==> config.mk <==
export PLATFORM = sky130hd
export DESIGN_NAME = dsi_core
export DESIGN_NICKNAME = d
export VERILOG_FILES = /design/src/pkg/dsi_pkg.sv /design/src/logic/dsi_core.sv
export SDC_FILE = /design/constraint.sdc
export NUM_CORES = 1
export LEC_CHECK = 0
export BUFFER_PORTS_ARGS = -buffer_cell sky130_fd_sc_hd__buf_4
export CAP_MARGIN = 0
export CORE_UTILIZATION = 54
export CTS_CLUSTER_DIAMETER = 30
export CTS_CLUSTER_SIZE = 12
export DETAILED_ROUTE_END_ITERATION = 10
export PLACE_DENSITY = 0.84
export SKIP_CTS_REPAIR_TIMING = 1
export SYNTH_ARGS = -nofsm -noshare
export SYNTH_HDL_FRONTEND = slang
export SYNTH_SLANG_ARGS = --single-unit
==> constraint.sdc <==
create_clock -name sys_clk_i -period 6 [get_ports sys_clk_i]
set_input_delay 0 -clock sys_clk_i [delete_from_list [all_inputs] [get_ports sys_clk_i]]
set_output_delay 0 -clock sys_clk_i [all_outputs]
set_load 0.05 [all_outputs]
==> src/pkg/dsi_pkg.sv <==
package dsi_pkg;

  // Device/Head write selects this device when its device-select bit matches.
  localparam int unsigned DEV_BIT_POS      = 4;
  localparam int unsigned DATA_W           = 16;

  // Host register addresses as seen on the address pins with chip selects.
  localparam logic [2:0]  ADDR_STATUS_CMD  = 3'h7;
  localparam logic [2:0]  ADDR_DEVHEAD     = 3'h6;

  // Clock and timing.
  localparam int unsigned CLK_PERIOD_NS    = 8;
  localparam int unsigned INTRQ_RESP_NS    = 400;
  localparam int unsigned INTRQ_MIN_PULSE_NS = 40;
  localparam int unsigned INTRQ_RESP_CYC   =
    (INTRQ_RESP_NS / CLK_PERIOD_NS) < 1 ? 1 : INTRQ_RESP_NS / CLK_PERIOD_NS;
  localparam int unsigned INTRQ_PULSE_CYC  =
    (INTRQ_MIN_PULSE_NS + CLK_PERIOD_NS - 1) / CLK_PERIOD_NS;
  localparam int unsigned PULSE_CNT_W      = 4;

  // Reset values.
  localparam logic        DEV_SEL_RST      = 1'b0;
  localparam logic [PULSE_CNT_W-1:0] PULSE_CNT_RST = 4'h0;

  typedef enum logic [1:0] {
    DSI_DMA_IDLE = 2'b00,
    DSI_DMA_REQ  = 2'b01,
    DSI_DMA_ACK  = 2'b10
  } dsi_dma_e;

endpackage : dsi_pkg

==> src/logic/dsi_core.sv <==
`timescale 1ns/1ns

// Contract
// - Raise the DMA request whenever the device is ready to move DMA data.
// - Hold the DMA request until acknowledge is seen, then drop; re-raise later.
// - During DMA the chip selects stay negated and transfers are 16 bits.
// - Release DMA request, interrupt and ready/strobe line while not selected.
// - Drive interrupt only when enabled and selected; it shows interrupt pending.
// - Release interrupt when disable bit is set or the device is deselected.
// - Status register read clears pending; interrupt drops within 400 ns.
// - Command register write clears pending; interrupt drops within 400 ns.
// - Device/Head write selecting us with pending set drives interrupt within 400 ns.
// - Device/Head write deselecting us releases interrupt within 400 ns.
// - Interrupt pulse racing with disable lasts at least 40 ns.
// - Negate ready to stretch host register cycles while not able to answer.
// - PIO modes 3 and up use the ready line to stretch cycles.
// - In data-out bursts assert device ready to accept, negate it to pause.
// - In data-in bursts toggle the device strobe per word; withhold edges to pause.
// - Device 1 asserts passed-diagnostics once its diagnostics finish.
// - Release passed-diagnostics by completion of the first command after reset.
// - Device number is 0 with cable select negated and 1 with it asserted.
// - Keep an interrupt pending flag set by events; drive only when enabled.
// - Latch the data bus on both edges of the host strobe in data-out bursts.
module dsi_core
  import dsi_pkg::*;
#(
  parameter int unsigned DW = dsi_pkg::DATA_W
) (
  // Clock and reset.
  input  wire logic          sys_clk_i,
  input  wire logic          nrst_i,
  // Host pins, all asynchronous to sys_clk_i.
  input  wire logic          cs0_n_i,
  input  wire logic          cs1_n_i,
  input  wire logic [2:0]    da_i,
  input  wire logic          dior_n_i,
  input  wire logic          diow_n_i,
  input  wire logic          dmack_n_i,
  input  wire logic          csel_n_i,
  input  wire logic [DW-1:0] dd_i,
  // Device-driven pins with output enables.
  output logic               dmarq_o,
  output logic               dmarq_oe_o,
  output logic               intrq_o,
  output logic               intrq_oe_o,
  output logic               iordy_o,
  output logic               iordy_oe_o,
  output logic               pdiag_n_o,
  output logic               pdiag_n_oe_o,
  output logic [DW-1:0]      dd_o,
  output logic               dd_oe_o,
  // Device-internal control.
  input  wire logic          irq_event_i,
  input  wire logic          nien_i,
  input  wire logic          dma_ready_i,
  input  wire logic          udma_out_i,
  input  wire logic          udma_in_i,
  input  wire logic          udma_accept_i,
  input  wire logic          in_valid_i,
  input  wire logic [DW-1:0] in_data_i,
  input  wire logic          reg_busy_i,
  input  wire logic          diag_done_i,
  input  wire logic          cmd_done_i,
  // Device-internal status.
  output logic               in_ready_o,
  output logic               out_valid_o,
  output logic [DW-1:0]      out_data_o,
  output logic               dev_num_o,
  output logic               selected_o,
  output logic               irq_pending_o
);
  import dsi_pkg::*;

  typedef struct packed {
    logic [2:0]             rd_s;
    logic [2:0]             wr_s;
    logic [2:0]             ack_s;
    logic [2:0]             sel_s;
    logic [2:0]             cs0_s;
    logic [2:0]             cs1_s;
    logic [2:0]             a0_s;
    logic [2:0]             a1_s;
    logic [2:0]             a2_s;
    logic                   rd_ff;
    logic                   wr_ff;
    logic                   ack_ff;
    logic [2:0]             addr_ff;
    logic                   dev_ff;
    logic                   csel_ff;
    logic                   pend_ff;
    logic                   intrq_ff;
    logic [PULSE_CNT_W-1:0] pulse_ff;
    dsi_dma_e               dma_ff;
    logic                   strobe_ff;
    logic [DW-1:0]          dout_ff;
    logic                   oval_ff;
    logic [DW-1:0]          odat_ff;
    logic                   pdiag_ff;
    logic                   firstcmd_ff;
  } dsi_state_s;

  dsi_state_s st_ff;
  dsi_state_s nxt_st;

  // A level counts once the second and third stages agree.
  function automatic logic settle(input logic [2:0] s, input logic prev);
    settle = (s[1] == s[2]) ? s[1] : prev;
  endfunction : settle

  logic rd_now, wr_now, ack_now, csel_now, rd_end, wr_end, any_sel;
  logic [2:0] a_now;
  logic strobe_edge;

  always_comb begin
    nxt_st = st_ff;
    nxt_st.rd_s  = {st_ff.rd_s[1:0],  ~dior_n_i};
    nxt_st.wr_s  = {st_ff.wr_s[1:0],  ~diow_n_i};
    nxt_st.ack_s = {st_ff.ack_s[1:0], ~dmack_n_i};
    nxt_st.sel_s = {st_ff.sel_s[1:0], ~csel_n_i};
    nxt_st.cs0_s = {st_ff.cs0_s[1:0], ~cs0_n_i};
    nxt_st.cs1_s = {st_ff.cs1_s[1:0], ~cs1_n_i};
    nxt_st.a0_s  = {st_ff.a0_s[1:0],  da_i[0]};
    nxt_st.a1_s  = {st_ff.a1_s[1:0],  da_i[1]};
    nxt_st.a2_s  = {st_ff.a2_s[1:0],  da_i[2]};

    rd_now   = settle(st_ff.rd_s, st_ff.rd_ff);
    wr_now   = settle(st_ff.wr_s, st_ff.wr_ff);
    ack_now  = settle(st_ff.ack_s, st_ff.ack_ff);
    csel_now = settle(st_ff.sel_s, st_ff.csel_ff);
    a_now    = {settle(st_ff.a2_s, st_ff.addr_ff[2]), settle(st_ff.a1_s, st_ff.addr_ff[1]),
                settle(st_ff.a0_s, st_ff.addr_ff[0])};
    nxt_st.rd_ff   = rd_now;
    nxt_st.wr_ff   = wr_now;
    nxt_st.ack_ff  = ack_now;
    nxt_st.csel_ff = csel_now;
    // Address is only trusted while a strobe is active; decode uses the held copy.
    if (rd_now || wr_now) begin
      nxt_st.addr_ff = a_now;
    end
    // Command block access needs chip select 0; during DMA both stay negated.
    any_sel = st_ff.cs0_s[2] && !st_ff.cs1_s[2] && !st_ff.ack_ff;
    rd_end  = st_ff.rd_ff && !rd_now && any_sel;
    wr_end  = st_ff.wr_ff && !wr_now && any_sel;

    // Device/Head write updates the select bit; takes effect at strobe end.
    if (wr_end && st_ff.addr_ff == ADDR_DEVHEAD) begin
      nxt_st.dev_ff = dd_i[DEV_BIT_POS];
    end

    // Event set wins over a clear in the same cycle.
    if ((rd_end || wr_end) && st_ff.addr_ff == ADDR_STATUS_CMD &&
        (st_ff.dev_ff == st_ff.csel_ff)) begin
      nxt_st.pend_ff = 1'b0;
    end
    if (irq_event_i) begin
      nxt_st.pend_ff = 1'b1;
    end

    // Interrupt line: a fresh assertion is held for the minimum pulse even if disabled.
    nxt_st.intrq_ff = st_ff.pend_ff;
    if (st_ff.pend_ff && !st_ff.intrq_ff) begin
      nxt_st.pulse_ff = PULSE_CNT_W'(INTRQ_PULSE_CYC);
    end else if (st_ff.pulse_ff != PULSE_CNT_RST) begin
      nxt_st.pulse_ff = st_ff.pulse_ff - 1'b1;
    end

    // DMA request handshake.
    unique case (st_ff.dma_ff)
      DSI_DMA_IDLE: begin
        if (dma_ready_i) begin
          nxt_st.dma_ff = DSI_DMA_REQ;
        end
      end
      DSI_DMA_REQ: begin
        if (ack_now) begin
          nxt_st.dma_ff = DSI_DMA_ACK;
        end
      end
      DSI_DMA_ACK: begin
        if (!ack_now) begin
          nxt_st.dma_ff = DSI_DMA_IDLE;
        end
      end
      default: nxt_st.dma_ff = DSI_DMA_IDLE;
    endcase

    // Ultra DMA data-in: one strobe edge per word, no edge pauses the burst.
    strobe_edge = udma_in_i && st_ff.ack_ff && in_valid_i;
    if (strobe_edge) begin
      nxt_st.strobe_ff = ~st_ff.strobe_ff;
      nxt_st.dout_ff   = in_data_i;
    end

    // Ultra DMA data-out: every host strobe edge (seen on the read pin) takes a word.
    nxt_st.oval_ff = 1'b0;
    // Only the filtered level is used, since the first stage may still be settling.
    if (udma_out_i && st_ff.ack_ff && (rd_now != st_ff.rd_ff)) begin
      nxt_st.oval_ff = 1'b1;
      nxt_st.odat_ff = dd_i;
    end

    // Passed diagnostics as device 1, released by the first finished command.
    if (diag_done_i && csel_now && st_ff.firstcmd_ff) begin
      nxt_st.pdiag_ff = 1'b1;
    end
    if (cmd_done_i) begin
      nxt_st.pdiag_ff    = 1'b0;
      nxt_st.firstcmd_ff = 1'b0;
    end
  end

  always_ff @(posedge sys_clk_i or negedge nrst_i) begin
    if (!nrst_i) begin
      st_ff             <= '0;
      st_ff.dev_ff      <= DEV_SEL_RST;
      st_ff.pulse_ff    <= PULSE_CNT_RST;
      st_ff.dma_ff      <= DSI_DMA_IDLE;
      st_ff.firstcmd_ff <= 1'b1;
    end else begin
      st_ff <= nxt_st;
    end
  end

  logic sel;
  assign sel = (st_ff.dev_ff == st_ff.csel_ff);

  // Sideband drive; all but passed-diagnostics released while this device is not selected.
  assign dmarq_o    = (st_ff.dma_ff == DSI_DMA_REQ);
  assign dmarq_oe_o = sel;
  assign intrq_o    = st_ff.intrq_ff || (st_ff.pulse_ff != PULSE_CNT_RST);
  assign intrq_oe_o = sel && (!nien_i || st_ff.pulse_ff != PULSE_CNT_RST);
  // Ready doubles as device-ready and data-in strobe in Ultra DMA.
  assign iordy_o    = udma_in_i  ? st_ff.strobe_ff :
                      udma_out_i ? !udma_accept_i :
                      !reg_busy_i;
  assign iordy_oe_o = sel;
  assign pdiag_n_o    = 1'b0;
  assign pdiag_n_oe_o = st_ff.pdiag_ff;
  assign dd_o         = st_ff.dout_ff;
  assign dd_oe_o      = sel && udma_in_i && st_ff.ack_ff;
  assign in_ready_o   = udma_in_i && st_ff.ack_ff;
  assign out_valid_o  = st_ff.oval_ff;
  assign out_data_o   = st_ff.odat_ff;
  assign dev_num_o    = st_ff.csel_ff;
  assign selected_o   = sel;
  assign irq_pending_o = st_ff.pend_ff;

  // The response budget is far above the synchroniser latency, so checks are loose bounds.
  AST_DMARQ_HOLD: assert property (@(posedge sys_clk_i) disable iff (!nrst_i)
    (dmarq_o && !st_ff.ack_ff) |=> dmarq_o || st_ff.ack_ff)
    else $error("DMA request dropped before acknowledge");
  AST_DMARQ_RISE: assert property (@(posedge sys_clk_i) disable iff (!nrst_i)
    (st_ff.dma_ff == DSI_DMA_IDLE && dma_ready_i) |=> dmarq_o)
    else $error("DMA request not raised when ready");
  AST_REL_DESEL: assert property (@(posedge sys_clk_i) disable iff (!nrst_i)
    !sel |-> !dmarq_oe_o && !intrq_oe_o && !iordy_oe_o)
    else $error("Pin driven while deselected");
  AST_INTRQ_NIEN: assert property (@(posedge sys_clk_i) disable iff (!nrst_i)
    (nien_i && st_ff.pulse_ff == PULSE_CNT_RST) |-> !intrq_oe_o)
    else $error("Interrupt driven while disabled");
  AST_PEND_SET: assert property (@(posedge sys_clk_i) disable iff (!nrst_i)
    irq_event_i |=> irq_pending_o ##1 intrq_o)
    else $error("Event did not reach interrupt");
  AST_PULSE_MIN: assert property (@(posedge sys_clk_i) disable iff (!nrst_i)
    $rose(intrq_o) |-> intrq_o [*5])
    else $error("Interrupt pulse shorter than 40 ns");
  AST_CLR_FAST: assert property (@(posedge sys_clk_i) disable iff (!nrst_i)
    (!irq_event_i && !nxt_st.pend_ff && irq_pending_o) |=> ##[0:8] !intrq_o)
    else $error("Interrupt not negated within 400 ns");
  AST_PDIAG_REL: assert property (@(posedge sys_clk_i) disable iff (!nrst_i)
    cmd_done_i |=> !pdiag_n_oe_o)
    else $error("Passed diagnostics not released");
  AST_DEVNUM: assert property (@(posedge sys_clk_i) disable iff (!nrst_i)
    (st_ff.sel_s == 3'b111) |=> dev_num_o)
    else $error("Device number does not follow cable select");

  AST_INTRQ_DRIVE: assert property (@(posedge sys_clk_i) disable iff (!nrst_i)
    (sel && !nien_i) |-> intrq_oe_o)
    else $error("Interrupt released while enabled and selected");

  AST_INTRQ_LEVEL: assert property (@(posedge sys_clk_i) disable iff (!nrst_i)
    (irq_pending_o && $past(irq_pending_o)) |-> intrq_o)
    else $error("Interrupt low while pending");

  AST_DMARQ_DROP: assert property (@(posedge sys_clk_i) disable iff (!nrst_i)
    (st_ff.dma_ff == DSI_DMA_REQ && ack_now) |=> !dmarq_o)
    else $error("DMA request kept after acknowledge");

  AST_DMARQ_WAIT: assert property (@(posedge sys_clk_i) disable iff (!nrst_i)
    (dmarq_o && !ack_now) |=> dmarq_o)
    else $error("DMA request dropped without acknowledge");

  AST_IORDY_PIO: assert property (@(posedge sys_clk_i) disable iff (!nrst_i)
    (!udma_in_i && !udma_out_i) |-> iordy_o == !reg_busy_i)
    else $error("Ready line does not follow busy");

  AST_IORDY_PAUSE: assert property (@(posedge sys_clk_i) disable iff (!nrst_i)
    (udma_out_i && !udma_in_i) |-> iordy_o == !udma_accept_i)
    else $error("Device ready does not follow accept");

  AST_STROBE_EDGE: assert property (@(posedge sys_clk_i) disable iff (!nrst_i)
    (udma_in_i && st_ff.ack_ff && in_valid_i) |=> (!udma_in_i || iordy_o != $past(iordy_o)))
    else $error("No strobe edge for a data-in word");

  AST_STROBE_HOLD: assert property (@(posedge sys_clk_i) disable iff (!nrst_i)
    (udma_in_i && !in_valid_i) |=> (!udma_in_i || $stable(iordy_o)))
    else $error("Strobe edge without a data-in word");

  AST_DIN_DATA: assert property (@(posedge sys_clk_i) disable iff (!nrst_i)
    (udma_in_i && st_ff.ack_ff && in_valid_i) |=> dd_o == $past(in_data_i))
    else $error("Data-in word not on the bus");

  AST_DD_DESEL: assert property (@(posedge sys_clk_i) disable iff (!nrst_i)
    !sel |-> !dd_oe_o)
    else $error("Data bus driven while deselected");

  AST_OUT_SRC: assert property (@(posedge sys_clk_i) disable iff (!nrst_i)
    out_valid_o |-> $past(udma_out_i) && $past(st_ff.ack_ff))
    else $error("Data-out word outside a burst");

  AST_PDIAG_SET: assert property (@(posedge sys_clk_i) disable iff (!nrst_i)
    (diag_done_i && csel_now && st_ff.firstcmd_ff && !cmd_done_i) |=> pdiag_n_oe_o)
    else $error("Passed diagnostics not asserted");

  AST_PDIAG_DEV1: assert property (@(posedge sys_clk_i) disable iff (!nrst_i)
    $rose(pdiag_n_oe_o) |-> dev_num_o)
    else $error("Passed diagnostics asserted as device 0");

  AST_PDIAG_ONCE: assert property (@(posedge sys_clk_i) disable iff (!nrst_i)
    !st_ff.firstcmd_ff |-> !pdiag_n_oe_o)
    else $error("Passed diagnostics after first command");

  AST_DEVHEAD: assert property (@(posedge sys_clk_i) disable iff (!nrst_i)
    (wr_end && st_ff.addr_ff == ADDR_DEVHEAD) |=> st_ff.dev_ff == $past(dd_i[DEV_BIT_POS]))
    else $error("Device select bit not taken");

  AST_CLR_PEND: assert property (@(posedge sys_clk_i) disable iff (!nrst_i)
    ((rd_end || wr_end) && st_ff.addr_ff == ADDR_STATUS_CMD && sel && !irq_event_i)
    |=> !irq_pending_o)
    else $error("Pending not cleared by access");

  AST_INTRQ_SEL: assert property (@(posedge sys_clk_i) disable iff (!nrst_i)
    ($rose(sel) && !nien_i) |-> intrq_oe_o)
    else $error("Interrupt not driven on selection");

  AST_DMA_NOREG: assert property (@(posedge sys_clk_i) disable iff (!nrst_i)
    st_ff.ack_ff |-> !rd_end && !wr_end)
    else $error("Register access taken during DMA");

  AST_DEVNUM_0: assert property (@(posedge sys_clk_i) disable iff (!nrst_i)
    (st_ff.sel_s == 3'b000) |=> !dev_num_o)
    else $error("Device number not 0 with cable select negated");

endmodule : dsi_core

==> results of run 1 <==
-- per-layer routing --
layer | vias to the layer above | share of wire (%) | GRT usage [%]
li1 | 940 | - | -
met1 | 976 | 41 | 20.1
met2 | 80 | 51 | 27.6
met3 | 5 | 7.0 | 6.63
met4 | 0 | 0.95 | 7.04
met5 | - | 0 | 0
-- through the flow --
stage                     instances  setup slack (ns)
final                           412              3.91
after global routing            412              3.78
after CTS                       366              3.88
after detailed placement        353              3.88
after global placement          353              3.96
after floorplan                 221              4.13
-- layout by cell type (no fill, tap or decap), types with 4 or more instances in the layout --
master / instances
clkbuf_8: 10
inv_1: 14
buf_4: 97
o21ai_0: 4
dfrtp_1: 78
nor2b_1: 7
mux2_2: 25
dlygate4sd3_1: 46
mux2_4: 9
-- state kept, by name, summed over array words and instances, names as in the netlist --
register	count
out_data_o	16
dev_num_o	1
pdiag_n_oe_o	1
irq_pending_o	1
nxt_st	18
st_ff	25
dd_o	16
out_valid_o	1
-- power breakdown --
group	switching (mW)	internal, mW
Combinational	0.416	0.253
Sequential	0.0666	0.640
Clock	0.165	0.153
-- critical path, delay by kind of cell (launching register included) --
family | cells | cell delay, ns
mux | 1 | 0.41
flops | 1 | 0.39
fa+ha+maj | 2 | 0.60
buf+inv | 1 | 0.08
simple gates | 1 | 0.49
-- area by class of cell --
cell class | count | area (sq um)
repair buffers | 143 | 1190
flip-flops and latches | 79 | 1980
clock buffers | 11 | 141
clock inverters | 2 | 10.0
inverters | 14 | 52.6
fillers | 358 | 1280
well taps | 72 | 90.1
multi-input cells | 91 | 836
-- worst paths after layout --
check                                     end  cells past startpoint       start
worst max-delay path            out_data_o[7]                      5   st_ff[51]
worst min-delay path                st_ff[35]                      3  in_valid_i
worst max register to register  out_data_o[7]                      5   st_ff[51]
worst min register to register     nxt_st[63]                      0  nxt_st[62]
max in group asynchronous             dd_o[0]                      2      nrst_i
min in group asynchronous        pdiag_n_oe_o                      2      nrst_i
-- cell families (layout without fill, tap and decap cells) --
kind of cell / count (synthesis) / after routing / synth area share [%]
flops: 79 / 79 / 62.7
buf+inv: 51 / 170 / 10.9
mux: 34 / 34 / 13.2
simple gates: 29 / 29 / 6.30
compound gates: 16 / 16 / 3.21
fa+ha+maj: 7 / 7 / 2.54
xor+xnor: 4 / 4 / 1.11
other cells: 1 / 1 / 0.119
==> metrics.csv, run 1 <==
metric,value,unit
status,"finished, final reports clean",
gr-total-overflow,0,
cts-root-buf,clkbuf_8,
yosysMostFrequentCell,dfrtp_1,
start_util,56.6,%
rsz0062_at_grt,no,
clk-insertion-delay-late,0.33,ns
htree_levels,3,
synth.top_cell.area_share,61.8,%
dr.pass1.iters,4,
ios,99,
drc,0,
worst-path-max-fanout,17,
synth_seq_cells,79,
fin_setup_tns,0,ns
die_h,78.5,um
cp-start-kind,flip-flop,
synth_nets,277,
synth_warnings,0,
vdd_ir_drop_max,0.294,mV
drive_gt1_share,44.4,%
vias_per_cell,4.86,
stdcell_area,4300,sq um
cts.path.max_buffers,2,
row_count,27,
grt_pass1_vias,1816,
syn_avg_cell_area,14.3,sq um
die_area,6160,sq um
yosysTopAreaCell,dfrtp_1,
critical_path_class,reg2reg,
postPlaceCellArea,3680,sq um
max_stage_delay,0.49,ns
core_area,5570,sq um
grt_pass1_wl,7910,um
fin_skew,0.00608,ns
endpoint_kind,flip-flop,
p_leak,2.08,nW
hold_ws,0.149,ns
num_vias,2001,
hp-class,in2reg,
final_util,77.1,%
ys_dominant_reg_cell,dfrtp_1,
worstPathArrival,2.30,ns
seq_area_frac_synth,62.7,%
synth_common_cells,"dfrtp_1 (78), buf_4 (36), mux2_2 (25)",
syn_to_final_growth,36.1,%
gp_congestion,0.779,
grtUsageTotal,17.0,%
die_x,78.5,um
p_total,1.69,mW
drv_slew,0,
critPathRequiredTime,6.21,ns
grt_max_degree,80,
diodes,0,
hold_viol_final,0,
clock_sinks,79,
crit_slowest_cell,nand3b_2,
r2r_slack,3.91,ns
netlist_instances,221,
wl_per_cell,13.6,um
finalCriticalPeriod,2.09,ns
cts_buffers,9,
fmax,479,MHz
synth-async-reset-ratio,100,%
fin_crit_sh,34.8,%
slew_headroom,36.7,%
cts_tree,built,
portBuffers,97,
clkSlewWorstSetupHoldPaths,0.07,ns
antenna_found_initial,0,
synth_cell_type_count,34,
syn_area,3160,sq um
finalNetCount,394,
synth-edff-count,0,
tightest_slew,0.949,ns
dp_hpwl,3390,um
yosys-top-cells-area,"dfrtp_1 (62%), mux2_2 (8.9%), buf_4 (8.6%)",
maxCapViolCount,0,
routed_wl,5590,um
powerDensity,394,nW/um^2
drt_iter0_drc,38,
setup_viol,0,
drt.antenna.violating_nets,0,
worstPathCellList,maj3_2 > inv_1 > ha_1 > nand3b_2 > mux2_2,
Power figures use the tool's default switching activity.
==> inputs of run 2 (changes only) <==
--- a/config.mk
+++ b/config.mk
@@ -5,13 +5,14 @@
 export SDC_FILE = /design/constraint.sdc
 export NUM_CORES = 1
 export LEC_CHECK = 0
+export ABC_AREA = 1
 export BUFFER_PORTS_ARGS = -buffer_cell sky130_fd_sc_hd__buf_4
 export CAP_MARGIN = 0
-export CORE_UTILIZATION = 54
+export CORE_UTILIZATION = 46
 export CTS_CLUSTER_DIAMETER = 30
 export CTS_CLUSTER_SIZE = 12
 export DETAILED_ROUTE_END_ITERATION = 10
-export PLACE_DENSITY = 0.84
+export PLACE_DENSITY = 0.76
 export SKIP_CTS_REPAIR_TIMING = 1
 export SYNTH_ARGS = -nofsm -noshare
 export SYNTH_HDL_FRONTEND = slang
==> constraint.sdc (replaced) <==
create_clock -name sys_clk_i -period 1.8 [get_ports sys_clk_i]
set_input_delay 0 -clock sys_clk_i [delete_from_list [all_inputs] [get_ports sys_clk_i]]
set_output_delay 0 -clock sys_clk_i [all_outputs]
set_load 0.05 [all_outputs]
==> metrics.csv, run 2 <==
metric,value,unit
status,"finished, final reports clean",
cts-root-buf,clkbuf_8,
routed_wl,6580,um
synth_top_family_by_area,simple AND/OR/NAND/NOR gates,
synth_nets,388,
netlist_instances,332,
synth-xor-area-share,1.61,%
synth_simple_gate_area_share,20.2,%
syn_to_final_growth,36.4,%
antenna_found_initial,0,
synthAdderAreaFrac,1.46,%
vias_per_cell,4.39,
fin_crit_sh,93.7,%
diodes,0,
dp.cells,487,
yosys-top-cells-area,"dfrtp_1 (60%), nand2_1 (13%), buf_4 (8.5%)",
finalCriticalPeriod,1.69,ns
final_util,65.0,%
num_vias,2411,
drt_iter0_drc,77,
cts_buffers,9,
finalNetCount,504,
largest_register_ffs,25,
synth_cell_type_count,28,
hp-class,in2reg,
cts.path.max_buffers,2,
crit_slowest_cell,dfrtp_1,
drv_slew,0,
synthMuxAreaShare,0,%
layout_common_cells,"nand2_1 (112), buf_4 (100), dfrtp_1 (78), dlygate4sd3_1 (46), inv_1 (31)",
power.share.switching,39.9,%
yosysTopAreaCell,dfrtp_1,
vdd_ir_drop_max,0.767,mV
combPwrFrac,37.4,%
synth-async-reset-ratio,100,%
syn_avg_cell_area,9.80,sq um
p_leak,2.39,nW
syn_area,3250,sq um
reg2reg_depth,8,
hold_viol_final,0,
drc,0,
cp-startpoint,nxt_st[78],
worstPathCellList,or2_2 > nand2_2 > ha_1 > nor2_4 > nand2_4 > inv_6 > nand2_1 > nand2_1,
wl_per_cell,12.0,um
htree_levels,3,
synth_compound_area_share,1.88,%
dp_hpwl,4250,um
drive_gt1_share,28.5,%
clock_sinks,79,
r2r_start,nxt_st[78],
clkSlewWorstSetupHoldPaths,0.08,ns
dr.pass1.iters,4,
gr-total-overflow,0,
clock_power_share,20.9,%
portBuffers,97,
path_common_cell,nand2_1,
fmax,593,MHz
grtUsageTotal,16.8,%
fin_setup_tns,0,ns
endpoint_kind,flip-flop,
powerDensity,1240,nW/um^2
grt_pass1_vias,2137,
switchingPower,2.20,mW
critical_path_class,reg2reg,
rr_endpoint,out_data_o[10],
rsz0062_at_grt,no,
synth_warnings,0,
synth.top_cell.area_share,60.0,%
yosysMostFrequentCell,nand2_1,
seq_area_frac_synth,60.8,%
gp_congestion,0.717,
largest-register,st_ff,
start_util,47.6,%
tightest_slew,0.592,ns
die_x,86.1,um
max_stage_delay,0.39,ns
fin_skew,0.00590,ns
p_int,3.32,mW
r2r_slack,0.11,ns
worst-path-max-fanout,18,
ios,99,
grt_max_degree,50,
critPathRequiredTime,2.08,ns
drt.antenna.violating_nets,0,
clk-insertion-delay-late,0.34,ns
cts_tree,built,
crit_end,out_data_o[10],
die_h,86.1,um
worstPathArrival,1.97,ns
slew_headroom,60.5,%
final_cells,549,
core_area,6830,sq um
die_area,7410,sq um
hold_ws,0.0160,ns
synth_seq_cells,79,
cp-start-kind,flip-flop,
grt_pass1_wl,9390,um
row_count,30,
ys_dominant_reg_cell,dfrtp_1,
holdPathStages,3,
synth-edff-count,0,
final_common_cell,nand2_1,
synth_common_cells,"nand2_1 (112), dfrtp_1 (78), buf_4 (37)",
seq_power_share,41.7,%
setup_viol,0,
maxCapViolCount,0,
## run 2: cell count changes after synthesis, sizes merged, moves of 3 or more
cell	delta
nand2	+116
mux2	-34
nand3	+21
inv	+20
nor2	+8
nor2b	-7
buf	+4
maj3	-3
nor3	-3
o211ai	-3
or3b	-3
## run 2: area by class of cell
type | count | area [sq um]
sequential | 79 | 1980
multi-input combinational | 178 | 822
inverter | 34 | 135
tap | 96 | 120
clock inverter | 6 | 36.3
timing repair buffer | 146 | 1210
clock buffer | 10 | 138
fill | 584 | 2390
## run 2: critical path, delay by kind of cell, from the launching register on
kind / cells / cell delay, ns
and+or+nand+nor: 6 / 0.80
adders and majority gates: 1 / 0.26
DFF: 1 / 0.39
buffers and inverters: 1 / 0.17
## run 2: routing by layer
metal  part of all wire, %  vias to the layer above  GRT usage, %
met4                   1.2                        0          8.18
met5                     0                        -             0
met1                    41                     1142          19.6
li1                      -                     1202             -
met2                    53                       59          28.9
met3                   4.5                        8          4.23
## run 2: logic make-up (layout without fill, tap and decap cells)
group	count (synthesis)	count (layout)
AOI/OAI and AO/OA	11	11
xor gates and xnor gates	6	6
adders and majority gates	4	4
buffers and inverters	75	196
DFF	79	79
other	1	1
and+or+nand+nor	156	156
## run 2: worst min path at each step
stage | endpoint | slack (ns) | start
after global placement | nxt_st[57] | 0.04 | nrst_i
after CTS | nxt_st[59] | -0.33 | nrst_i
after floorplan | dd_o[0] | -0.30 | nrst_i
after detailed placement | nxt_st[56] | 0.05 | nrst_i
final | dd_o[3] | 0.02 | in_valid_i
after global routing | dd_o[6] | 0.01 | in_valid_i
## run 2: power groups by stage
stage | Combinational (mW) | Sequential (mW) | Clock, mW
6_report | 2.06 | 2.30 | 1.15
5_1_grt | 2.21 | 2.35 | 1.26
4_1_cts | 1.99 | 2.31 | 1.18
3_5_place_dp | 1.99 | 2.33 | 0
3_3_place_gp | 1.95 | 2.32 | 0
2_1_floorplan | 1.69 | 2.30 | 0
## run 2: per-stage QoR
| stage | setup WS [ns] | power, mW | instance area [sq um] |
|---|---|---|---|
| after floorplan | 0.156 | 3.99 | 3250 |
| after global placement | 0.196 | 4.27 | 3810 |
| after detailed placement | 0.116 | 4.33 | 3810 |
| after CTS | 0.103 | 5.48 | 3980 |
| after global routing | 0.00479 | 5.81 | 4440 |
| final | 0.114 | 5.52 | 4440 |
